===== config.mk =====
export PLATFORM = sky130hd
export DESIGN_NAME = cesa_top
export DESIGN_NICKNAME = d
export VERILOG_FILES = /design/src/verilog/cesa_pkg.sv /design/src/verilog/cesa_id_store.sv /design/src/verilog/cesa_field_match.sv /design/src/verilog/cesa_top.sv
export SDC_FILE = /design/constraint.sdc
export NUM_CORES = 1
export LEC_CHECK = 0
export BUFFER_PORTS_ARGS = -buffer_cell sky130_fd_sc_hd__buf_2
export CAP_MARGIN = 25
export CORE_ASPECT_RATIO = 2
export CORE_UTILIZATION = 38
export CTS_BUF_LIST = sky130_fd_sc_hd__clkbuf_2 sky130_fd_sc_hd__clkbuf_4 sky130_fd_sc_hd__clkbuf_8
export DETAILED_ROUTE_END_ITERATION = 16
export SLEW_MARGIN = 5
export SYNTH_ARGS = -nofsm -noshare
export SYNTH_HDL_FRONTEND = slang
export SYNTH_SLANG_ARGS = --single-unit

===== constraint.sdc =====
create_clock -name clock -period 2.7 [get_ports clock]
set_clock_uncertainty 0.1 [all_clocks]
set_input_delay 0.54 -clock clock [delete_from_list [all_inputs] [get_ports clock]]
set_output_delay 0.54 -clock clock [all_outputs]
set_load 0.03 [all_outputs]

===== src/verilog/cesa_pkg.sv =====
// Constants shared by the event counter, serial store and alarm logic.
`default_nettype none
package cesa_pkg;
	// ==========================================================
	// Register offsets
	// ==========================================================
	localparam logic [7:0] ADDR_RTC_CTRL  = 8'h00; // Alarm flag, gate, trim mode.
	localparam logic [7:0] ADDR_CNT_CTRL  = 8'h0D; // Event counter control.
	localparam logic [7:0] ADDR_CNT_LO    = 8'h0E; // Count, low byte.
	localparam logic [7:0] ADDR_CNT_HI    = 8'h0F; // Count, high byte.
	localparam logic [7:0] ADDR_SN_FIRST  = 8'h10; // First serial identity byte.
	localparam logic [7:0] ADDR_SN_LAST   = 8'h17; // Last serial identity byte.
	localparam logic [7:0] ADDR_COMP_CTRL = 8'h18; // Companion control.
	localparam logic [7:0] ADDR_ALM_FIRST = 8'h19; // Seconds, minutes, hours, date, month.
	localparam int         ALM_FIELDS     = 5;     // Number of alarm compare fields.

	// ==========================================================
	// Field positions
	// ==========================================================
	localparam int RTC_GATE_BIT   = 7; // Alarm match gate.
	localparam int RTC_FLAG_BIT   = 6; // Sticky alarm flag.
	localparam int RTC_TRIM_BIT   = 2; // Trim mode, 512 Hz on the pin.
	localparam int CNT_PERS_BIT   = 7; // Count only on main supply when set.
	localparam int CNT_SNAP_BIT   = 3; // Freeze the readable count.
	localparam int CNT_UNLK_BIT   = 2; // Allow count writes, block edges.
	localparam int CNT_POLL_BIT   = 1; // Sampled tamper mode.
	localparam int CNT_POL_BIT    = 0; // One selects rising edges.
	localparam int COMP_LOCK_BIT  = 7; // One-way serial lock.
	localparam int COMP_SEL_BIT   = 6; // One selects alarm on the pin.
	localparam int COMP_FHI_BIT   = 5; // Wave frequency select, high bit.
	localparam int COMP_FLO_BIT   = 4; // Wave frequency select, low bit.
	localparam int ALM_MATCH_BIT  = 7; // Zero includes the field.

	// ==========================================================
	// Masks and reset values
	// ==========================================================
	localparam logic [7:0] CNT_CTRL_MASK  = 8'h8F; // Implemented control bits.
	localparam logic [7:0] COMP_PLAIN_MSK = 8'h0F; // Stored bits with no local effect.
	localparam logic [7:0] CNT_CTRL_RST   = 8'h00;
	localparam logic [7:0] COMP_CTRL_RST  = 8'h00;
	localparam logic [7:0] ALM_RST        = 8'h80; // Field excluded after reset.

	// ==========================================================
	// Wave frequency codes and divider taps
	// ==========================================================
	localparam logic [1:0] FREQ_1HZ   = 2'h0;
	localparam logic [1:0] FREQ_512HZ = 2'h1;
	localparam logic [1:0] FREQ_4KHZ  = 2'h2;
	localparam logic [1:0] FREQ_32KHZ = 2'h3;
	localparam int         DIV_W      = 15; // Divider of oscillator periods.
	localparam int         TAP_1HZ    = 14;
	localparam int         TAP_512HZ  = 5;
	localparam int         TAP_4KHZ   = 2;

	// ==========================================================
	// Timing
	// ==========================================================
	localparam int CLK_HZ           = 10_000_000;
	localparam int OSC_HZ           = 32768;
	localparam int POLL_PERIOD_MS   = 125;
	localparam int POLL_TICKS       = OSC_HZ * POLL_PERIOD_MS / 1000;
	localparam int POLL_TICK_W      = $clog2(POLL_TICKS);
	localparam int POLL_PULL_NS     = 2000;
	localparam int POLL_PULL_CYCLES = (POLL_PULL_NS * (CLK_HZ / 1_000_000) + 999) / 1000;

	// Tamper sampling sequencer.
	typedef enum logic [1:0] {
		CESA_POLL_IDLE = 2'h1,
		CESA_POLL_PULL = 2'h2
	} cesa_poll_e;
endpackage
`default_nettype wire


===== src/verilog/cesa_id_store.sv =====
// Small byte store for the serial identity, with registered read data.
`default_nettype none
module cesa_id_store #(
	parameter int DEPTH = 8,
	parameter int WIDTH = 8
) (
	// Clock and reset
	input  wire logic                     clock,
	input  wire logic                     resetn,
	// Write and read side
	input  wire logic                     wr_en,
	input  wire logic [$clog2(DEPTH)-1:0] addr,
	input  wire logic [WIDTH-1:0]         wdata,
	output var  logic [WIDTH-1:0]         rdata
);
	logic [WIDTH-1:0] mem_reg [DEPTH]; // Stored bytes.
	logic [WIDTH-1:0] mem_next [DEPTH];
	logic [WIDTH-1:0] rdata_next;

	// Write decode; the read follows the address every cycle.
	always_comb begin
		for (int i = 0; i < DEPTH; i++) begin
			mem_next[i] = mem_reg[i];
		end
		if (wr_en) begin
			mem_next[addr] = wdata;
		end
		rdata_next = mem_reg[addr];
	end

	// Storage and the read register.
	always_ff @(posedge clock or negedge resetn) begin
		if (!resetn) begin
			for (int i = 0; i < DEPTH; i++) begin
				mem_reg[i] <= '0;
			end
			rdata <= '0;
		end else begin
			mem_reg <= mem_next;
			rdata   <= rdata_next;
		end
	end
endmodule
`default_nettype wire


===== src/verilog/cesa_field_match.sv =====
// One alarm compare field: included fields must equal the current time.
`default_nettype none
module cesa_field_match #(
	parameter int MATCH_BIT = 7
) (
	// Alarm setting and current time
	input  wire logic [7:0] setting,
	input  wire logic [7:0] now,
	// Result
	output var  logic       hit
);
	// A set match bit excludes the field, so it always counts as a hit.
	always_comb begin
		hit = setting[MATCH_BIT] || (setting[MATCH_BIT-1:0] == now[MATCH_BIT-1:0]);
	end
endmodule
`default_nettype wire


===== src/verilog/cesa_top.sv =====
// Companion event counter, serial identity store and calendar alarm.
`default_nettype none
module cesa_top #(
	parameter int CNT_W = 16
) (
	// Clock and reset
	input  wire logic       clock,
	input  wire logic       resetn,
	// Companion register access
	input  wire logic [7:0] reg_addr,
	input  wire logic [7:0] reg_wdata,
	input  wire logic       reg_write,
	input  wire logic       reg_read,
	output var  logic [7:0] reg_rdata,
	output var  logic       reg_rvalid,
	// Event switch
	input  wire logic       event_input,
	output var  logic       event_pull_en,
	// Supply state
	input  wire logic       main_supply_ok,
	// Oscillator and current time
	input  wire logic       osc_level,
	input  wire logic       osc_running,
	input  wire logic       time_update,
	input  wire logic [7:0] now_sec,
	input  wire logic [7:0] now_min,
	input  wire logic [7:0] now_hour,
	input  wire logic [7:0] now_date,
	input  wire logic [7:0] now_month,
	// Shared alarm and wave pin
	output var  logic       alarm_wave_out,
	output var  logic       alarm_wave_oe_n
);
	// ==========================================================
	// Declarations
	// ==========================================================
	localparam logic [CNT_W-1:0] CNT_MAX = '1;          // Saturation value.
	localparam logic [5:0] PULL_LAST = 6'(cesa_pkg::POLL_PULL_CYCLES - 1);

	logic [7:0]       cnt_ctrl_reg, cnt_ctrl_next;      // Counter control.
	logic [CNT_W-1:0] cnt_reg, cnt_next;                // Live count.
	logic [CNT_W-1:0] snap_reg, snap_next;              // Frozen count.
	logic             prev_reg, prev_next;              // Previous input level.
	logic [7:0]       comp_reg, comp_next;              // Companion control.
	logic             aen_reg, aen_next;                // Alarm match gate.
	logic             flag_reg, flag_next;              // Sticky alarm flag.
	logic             trim_reg, trim_next;              // Trim mode.
	logic [7:0]       alm_reg [cesa_pkg::ALM_FIELDS];   // Alarm compare fields.
	logic [7:0]       alm_next [cesa_pkg::ALM_FIELDS];
	logic [7:0]       now_fields [cesa_pkg::ALM_FIELDS];
	logic [cesa_pkg::ALM_FIELDS-1:0] hits;              // Per-field results.
	logic             osc_q_reg;                        // Registered oscillator.
	logic [cesa_pkg::DIV_W-1:0] div_reg, div_next;      // Oscillator divider.
	cesa_pkg::cesa_poll_e poll_reg, poll_next;          // Tamper sequencer.
	logic [5:0]       pull_cnt_reg, pull_cnt_next;      // Pull length counter.
	logic             poll_lvl_reg, poll_lvl_next;      // Last sampled level.
	logic             pull_next;
	logic             rd_q_reg;                         // Read in flight.
	logic [7:0]       addr_q_reg;                       // Address of that read.
	logic [7:0]       rdata_next;
	logic             pin_next, oe_n_next;
	logic [7:0]       sn_rdata;                         // Serial store output.
	logic             osc_rise, poll_tick, level, edge_seen, count_ok, match;
	logic             wr_cnt_lo, wr_cnt_hi, sn_hit, wave;

	assign now_fields = '{now_sec, now_min, now_hour, now_date, now_month};

	// ==========================================================
	// Serial identity store and alarm field comparators
	// ==========================================================
	// Serial bytes live behind the same register access as the rest.
	assign sn_hit = (reg_addr >= cesa_pkg::ADDR_SN_FIRST)
		&& (reg_addr <= cesa_pkg::ADDR_SN_LAST);

	cesa_id_store #(.DEPTH(8), .WIDTH(8)) u_id_store (
		.clock  (clock),
		.resetn (resetn),
		.wr_en  (reg_write && sn_hit && !comp_reg[cesa_pkg::COMP_LOCK_BIT]),
		.addr   (reg_addr[2:0]),
		.wdata  (reg_wdata),
		.rdata  (sn_rdata)
	);

	// Each field is compared literally, whatever the combination.
	for (genvar g = 0; g < cesa_pkg::ALM_FIELDS; g++) begin : g_field
		cesa_field_match #(.MATCH_BIT(cesa_pkg::ALM_MATCH_BIT)) u_match (
			.setting (alm_reg[g]),
			.now     (now_fields[g]),
			.hit     (hits[g])
		);
	end

	// ==========================================================
	// Oscillator divider and tamper sampling
	// ==========================================================
	// The divider counts oscillator periods only while the oscillator runs,
	// so the sampling interval stops with it.
	always_comb begin
		osc_rise  = osc_level && !osc_q_reg;
		div_next  = div_reg;
		if (osc_rise && osc_running) begin
			div_next = div_reg + 1'b1;
		end
		poll_tick = osc_rise && osc_running
			&& (&div_reg[cesa_pkg::POLL_TICK_W-1:0]);
		poll_next     = poll_reg;
		pull_cnt_next = pull_cnt_reg;
		poll_lvl_next = poll_lvl_reg;
		case (poll_reg)
			cesa_pkg::CESA_POLL_IDLE: begin
				// Start a short pull-up once per interval in tamper mode.
				if (cnt_ctrl_reg[cesa_pkg::CNT_POLL_BIT] && poll_tick) begin
					poll_next     = cesa_pkg::CESA_POLL_PULL;
					pull_cnt_next = PULL_LAST;
				end
			end
			cesa_pkg::CESA_POLL_PULL: begin
				// Sample in the last pulled cycle, while the pin has settled.
				if (pull_cnt_reg == 6'h00) begin
					poll_next     = cesa_pkg::CESA_POLL_IDLE;
					poll_lvl_next = event_input;
				end else begin
					pull_cnt_next = pull_cnt_reg - 1'b1;
				end
			end
			default: begin
				poll_next = cesa_pkg::CESA_POLL_IDLE;
			end
		endcase
		pull_next = (poll_next == cesa_pkg::CESA_POLL_PULL);
	end

	// ==========================================================
	// Event counter
	// ==========================================================
	// In tamper mode the edge detector watches the sampled level instead of
	// the pin, so an opened switch looks like a rising edge.
	always_comb begin
		wr_cnt_lo = reg_write && (reg_addr == cesa_pkg::ADDR_CNT_LO);
		wr_cnt_hi = reg_write && (reg_addr == cesa_pkg::ADDR_CNT_HI);
		level = cnt_ctrl_reg[cesa_pkg::CNT_POLL_BIT] ? poll_lvl_reg : event_input;
		prev_next = level;
		if (cnt_ctrl_reg[cesa_pkg::CNT_POL_BIT]) begin
			edge_seen = level && !prev_reg;
		end else begin
			edge_seen = !level && prev_reg;
		end
		// Backup-powered counting is allowed whenever the persist bit is low.
		count_ok = !cnt_ctrl_reg[cesa_pkg::CNT_UNLK_BIT]
			&& (!cnt_ctrl_reg[cesa_pkg::CNT_PERS_BIT] || main_supply_ok)
			&& (cnt_reg != CNT_MAX);
		cnt_next = cnt_reg;
		if (cnt_ctrl_reg[cesa_pkg::CNT_UNLK_BIT] && (wr_cnt_lo || wr_cnt_hi)) begin
			if (wr_cnt_lo) begin
				cnt_next[7:0] = reg_wdata;
			end
			if (wr_cnt_hi) begin
				cnt_next[CNT_W-1:8] = reg_wdata[CNT_W-9:0];
			end
		end else if (edge_seen && count_ok) begin
			cnt_next = cnt_reg + 1'b1;
		end
		cnt_ctrl_next = cnt_ctrl_reg;
		if (reg_write && (reg_addr == cesa_pkg::ADDR_CNT_CTRL)) begin
			cnt_ctrl_next = reg_wdata & cesa_pkg::CNT_CTRL_MASK;
		end
		// Capture on the rising snapshot bit and hold until it drops.
		snap_next = snap_reg;
		if (cnt_ctrl_next[cesa_pkg::CNT_SNAP_BIT]
				&& !cnt_ctrl_reg[cesa_pkg::CNT_SNAP_BIT]) begin
			snap_next = cnt_reg;
		end
	end

	// ==========================================================
	// Companion control and alarm
	// ==========================================================
	// The lock only ever sets; the alarm flag is set by a gated match and
	// cleared by writing zero, with the set winning a same-cycle clash.
	always_comb begin
		comp_next = comp_reg;
		aen_next  = aen_reg;
		trim_next = trim_reg;
		for (int i = 0; i < cesa_pkg::ALM_FIELDS; i++) begin
			alm_next[i] = alm_reg[i];
			if (reg_write && (reg_addr == cesa_pkg::ADDR_ALM_FIRST + 8'(i))) begin
				alm_next[i] = reg_wdata;
			end
		end
		if (reg_write && (reg_addr == cesa_pkg::ADDR_COMP_CTRL)) begin
			comp_next = reg_wdata & cesa_pkg::COMP_PLAIN_MSK;
			comp_next[cesa_pkg::COMP_SEL_BIT] = reg_wdata[cesa_pkg::COMP_SEL_BIT];
			comp_next[cesa_pkg::COMP_FHI_BIT] = reg_wdata[cesa_pkg::COMP_FHI_BIT];
			comp_next[cesa_pkg::COMP_FLO_BIT] = reg_wdata[cesa_pkg::COMP_FLO_BIT];
			comp_next[cesa_pkg::COMP_LOCK_BIT] = comp_reg[cesa_pkg::COMP_LOCK_BIT]
				|| reg_wdata[cesa_pkg::COMP_LOCK_BIT];
		end
		// The comparator runs whatever the pin shows, trim mode included.
		match = time_update && (&hits);
		flag_next = flag_reg;
		if (reg_write && (reg_addr == cesa_pkg::ADDR_RTC_CTRL)) begin
			aen_next  = reg_wdata[cesa_pkg::RTC_GATE_BIT];
			trim_next = reg_wdata[cesa_pkg::RTC_TRIM_BIT];
			if (!reg_wdata[cesa_pkg::RTC_FLAG_BIT]) begin
				flag_next = 1'b0;
			end
		end
		if (match && aen_reg) begin
			flag_next = 1'b1;
		end
	end

	// ==========================================================
	// Shared pin and read data
	// ==========================================================
	// The enable is active low; the alarm drives the pin low while flagged with the gate set, and floats it with the gate clear.
	always_comb begin
		case (comp_reg[cesa_pkg::COMP_FHI_BIT:cesa_pkg::COMP_FLO_BIT])
			cesa_pkg::FREQ_1HZ:   wave = div_reg[cesa_pkg::TAP_1HZ];
			cesa_pkg::FREQ_512HZ: wave = div_reg[cesa_pkg::TAP_512HZ];
			cesa_pkg::FREQ_4KHZ:  wave = div_reg[cesa_pkg::TAP_4KHZ];
			default:              wave = osc_q_reg;
		endcase
		pin_next  = 1'b1;
		oe_n_next = 1'b0;
		if (trim_reg) begin
			pin_next = div_reg[cesa_pkg::TAP_512HZ];
		end else if (!comp_reg[cesa_pkg::COMP_SEL_BIT]) begin
			pin_next = wave;
		end else if (aen_reg) begin
			pin_next = !flag_reg;
		end else begin
			oe_n_next = 1'b1;
		end
		// Reads use the address taken one cycle earlier, in step with the store.
		rdata_next = 8'h00;
		if ((addr_q_reg >= cesa_pkg::ADDR_SN_FIRST)
				&& (addr_q_reg <= cesa_pkg::ADDR_SN_LAST)) begin
			rdata_next = sn_rdata;
		end else if ((addr_q_reg >= cesa_pkg::ADDR_ALM_FIRST) && (addr_q_reg
				< cesa_pkg::ADDR_ALM_FIRST + 8'(cesa_pkg::ALM_FIELDS))) begin
			rdata_next = alm_reg[3'(addr_q_reg - cesa_pkg::ADDR_ALM_FIRST)];
		end else begin
			case (addr_q_reg)
				cesa_pkg::ADDR_RTC_CTRL: begin
					rdata_next[cesa_pkg::RTC_GATE_BIT] = aen_reg;
					rdata_next[cesa_pkg::RTC_FLAG_BIT] = flag_reg;
					rdata_next[cesa_pkg::RTC_TRIM_BIT] = trim_reg;
				end
				cesa_pkg::ADDR_CNT_CTRL:  rdata_next = cnt_ctrl_reg;
				cesa_pkg::ADDR_CNT_LO:    rdata_next = cnt_ctrl_reg[cesa_pkg::CNT_SNAP_BIT]
					? snap_reg[7:0] : cnt_reg[7:0];
				cesa_pkg::ADDR_CNT_HI:    rdata_next = cnt_ctrl_reg[cesa_pkg::CNT_SNAP_BIT]
					? snap_reg[15:8] : cnt_reg[15:8];
				cesa_pkg::ADDR_COMP_CTRL: rdata_next = comp_reg;
				default:                  rdata_next = 8'h00;
			endcase
		end
	end

	// ==========================================================
	// State registers
	// ==========================================================
	always_ff @(posedge clock or negedge resetn) begin
		if (!resetn) begin
			cnt_ctrl_reg    <= cesa_pkg::CNT_CTRL_RST;
			cnt_reg         <= '0;
			snap_reg        <= '0;
			prev_reg        <= 1'b0;
			comp_reg        <= cesa_pkg::COMP_CTRL_RST;
			aen_reg         <= 1'b0;
			flag_reg        <= 1'b0;
			trim_reg        <= 1'b0;
			for (int i = 0; i < cesa_pkg::ALM_FIELDS; i++) begin
				alm_reg[i] <= cesa_pkg::ALM_RST;
			end
			osc_q_reg       <= 1'b0;
			div_reg         <= '0;
			poll_reg        <= cesa_pkg::CESA_POLL_IDLE;
			pull_cnt_reg    <= 6'h00;
			poll_lvl_reg    <= 1'b0;
			event_pull_en   <= 1'b0;
			rd_q_reg        <= 1'b0;
			addr_q_reg      <= 8'h00;
			reg_rdata       <= 8'h00;
			reg_rvalid      <= 1'b0;
			alarm_wave_out  <= 1'b1;
			alarm_wave_oe_n <= 1'b1;
		end else begin
			cnt_ctrl_reg    <= cnt_ctrl_next;
			cnt_reg         <= cnt_next;
			snap_reg        <= snap_next;
			prev_reg        <= prev_next;
			comp_reg        <= comp_next;
			aen_reg         <= aen_next;
			flag_reg        <= flag_next;
			trim_reg        <= trim_next;
			alm_reg         <= alm_next;
			osc_q_reg       <= osc_level;
			div_reg         <= div_next;
			poll_reg        <= poll_next;
			pull_cnt_reg    <= pull_cnt_next;
			poll_lvl_reg    <= poll_lvl_next;
			event_pull_en   <= pull_next;
			rd_q_reg        <= reg_read;
			addr_q_reg      <= reg_addr;
			reg_rdata       <= rd_q_reg ? rdata_next : reg_rdata;
			reg_rvalid      <= rd_q_reg;
			alarm_wave_out  <= pin_next;
			alarm_wave_oe_n <= oe_n_next;
		end
	end

	// ==========================================================
	// Assertions and covers
	// ==========================================================
	localparam int A_PULL_LAST = cesa_pkg::POLL_PULL_CYCLES - 1;
endmodule
`default_nettype wire


==> results.cfg <==
[timing]
grt_setup_unrepaired = no
hold_slack_ns = 0.0619
tightest_slew_ns = 0.870
hold_violations = 0
min_period_ns = 2.52
max-slew-margin-rel_pct = 41.6
finalSetupViolCount = 0
slew_viol_final = 0
setup_slack_ns = 0.176
timing.fmax_mhz = 396
setup_tns_ns = 0
finalCritPeriodShare_pct = 93.5

[clock_network]
cts_tree = built
clk_latency_ns = 0.61
cts-root-buf = clkbuf_8
holdBufCountCts = 3
cts_num_sinks = 207
path_clk_slew_ns = 0.07
cts_resized = 0
cts_setup_buffers = 0
htreeDepth = 1
clock_path_buffers = 3
numCtsBuffers = 31

[worst_hold_path]
hp-class = in2reg

[finish]
largest_reg_flops = 64
n_fill_cell = 2588
fin_nets = 1044
final_util_pct = 45.9
drive_above_1_share_pct = 38.9
area_growth_pct = 18.9

[floorplanning]
io_pins = 77
start_util_pct = 38.6
die_h_microns = 235
die_w_microns = 119
num_rows = 85
die_area_sq_mm = 0.0279
fp.coreArea_sq_mm = 0.0268

[yosys]
synthDistinctLibCells = 68
synth_top_area_share_pct = 48.2
netlist_instances = 847
synth_top_area_cell = dfrtp_1
synth_nets = 922
syn_avg_cell_area_sq_um = 12.2
netlist_top_cells_count = dfrtp_1, mux2_2, nand2_1
synthTopCellsByArea = dfrtp_1, mux2_2, mux4_2, xnor2_1, dfstp_2
synth_most_common_cell = dfrtp_1
syn_area_sq_mm = 0.0103
synth_edf_count = 0
synthArstFlopShare_pct = 100
ys.flop_type = dfrtp_1
ys_warn_count = 0
ys_seq_elements = 207
seq_area_frac_synth_pct = 50.2

[setup_path]
critPathLaunchType = flop
startpoint = addr_q_reg[1]$_DFF_PN0_
arrival_ns = 2.87
rr_worst_depth = 7
crit_slowest_cell = or3b_2
reg2reg_slack_ns = 0.18
worstPathMaxFanout = 10
endpoint_kind = flop
reg2reg_from = addr_q_reg[1]$_DFF_PN0_
crit_path_end = reg_rdata[5]$_DFFE_PN0P_
cp_num_buf_inv = 1
cp.depth = 7
cp_top_family = simple AND/OR/NAND/NOR gates
reg2reg_to = reg_rdata[5]$_DFFE_PN0P_
path_cells = inv_1 > ha_1 > or3b_2 > and4_1 > and2_1 > a221oi_1 > o22ai_1
worstPathRequired_ns = 3.05
cpPeakStageDelay_ns = 0.45
crit_type = reg2reg

[power]
vdd_drop_max_mv = 0.365
power.leakage_nw = 5.82
power_w = 0.00743
powerDensity_mw_per_mm2 = 604

[outcome]
status = complete, no violations

[global_routing]
grt_overflow = 0
grt_max_degree = 66
antenna_found_initial = 1
grt_pass1_wl_mm = 44.1
first_global_vias = 7694
grt_use_total_pct = 20.7

[place]
port_buffers = 71
place.gp.congestion = 0.915
post-place-ws_ns = -0.0471
detailed_place_hpwl_mm = 20.8

[route]
vias = 7354
drcViolationCount = 0
final_antenna_net_count = 0
firstDrtPassIters = 5
avgViaCountPerCell = 5.48
drtIter0Drc = 554
wire_per_inst_microns = 20.7
wirelength_mm = 27.9

[run]
maxCapViolCount = 0
==> through the flow <==
| stage | instance area (sq um) | cells |
|---|---|---|
| global placement | 11500 | 1281 |
| CTS | 12300 | 1342 |
| detailed placement | 11500 | 1281 |
| global route | 12300 | 1343 |
| finish | 12300 | 1343 |
| floorplan | 10300 | 847 |
==> placed cells by master, fill, tap and decap left out, types with 22 or more instances in the layout <==
cell type / synthesis / routed
clkbuf_8: 0 / 38
mux2_2: 151 / 151
xor2_1: 22 / 22
nand3_1: 28 / 28
buf_2: 3 / 70
nand2_1: 38 / 38
a21oi_1: 29 / 29
buf_4: 0 / 57
o21ai_0: 23 / 23
dfrtp_1: 199 / 199
xnor2_1: 30 / 30
nor2_1: 32 / 32
==> area by class of cell <==
class                   instances  area, sq um  area share, %
flip-flops and latches        207         5190           42.2
well taps                     348          435           3.54
clock inverters                13          196           1.60
multi-input cells             575         4890           39.8
repair buffers                137          942           7.66
diodes                          1         2.50         0.0204
inverters                      17         63.8          0.519
clock buffers                  45          569           4.63
==> worst register-to-register path, delay by kind of cell, from the launching register on <==
family	cells	cell delay [ns]
buffers and inverters	1	0.11
AOI/OAI and AO/OA	2	0.44
adders and majority gates	1	0.27
DFF	1	0.42
and+or+nand+nor	3	1.06
==> report_power, final <==
part	internal, W	switching (W)
sequential	0.00329	0.000163
combinational	0.000391	0.000459
clock	0.00184	0.00128
==> kinds of logic (layout without fill, tap and decap cells) <==
kind of cell | Yosys count | after routing | share of synthesized area (%)
DFF | 207 | 207 | 50.2
muxes | 192 | 192 | 22.9
and+or+nand+nor | 184 | 184 | 9.63
AOI/OAI and AO/OA | 137 | 137 | 9.23
buffers and inverters | 65 | 212 | 2.48
xor gates and xnor gates | 52 | 52 | 4.40
adders and majority gates | 10 | 10 | 1.21
other | 0 | 1 | 0
==> worst min path at each step <==
| stage | start | endpoint | slack (ns) | cells after the start |
|---|---|---|---|---|
| floorplan | resetn | addr_q_reg[0]$_DFF_PN0_ | 0.14 | 0 |
| global placement | div_reg[11]$_DFFE_PN0N_ | div_reg[11]$_DFFE_PN0N_ | 0.35 | 1 |
| detailed placement | div_reg[9]$_DFFE_PN0N_ | div_reg[9]$_DFFE_PN0N_ | 0.36 | 1 |
| CTS | reg_addr[4] | addr_q_reg[4]$_DFF_PN0_ | 0.04 | 1 |
| global route | reg_addr[4] | addr_q_reg[4]$_DFF_PN0_ | 0.04 | 1 |
| finish | reg_addr[4] | addr_q_reg[4]$_DFF_PN0_ | 0.06 | 1 |
==> layer usage <==
metal / up-vias / part of all wire, % / global-route usage, %
met5: - / 0 / 0
met4: 0 / 6.1 / 12.8
met3: 76 / 2.9 / 2.03
met2: 170 / 55 / 38.3
met1: 3729 / 37 / 22.3
li1: 3379 / - / -
No activity file was read; power rests on OpenSTA's default activity.
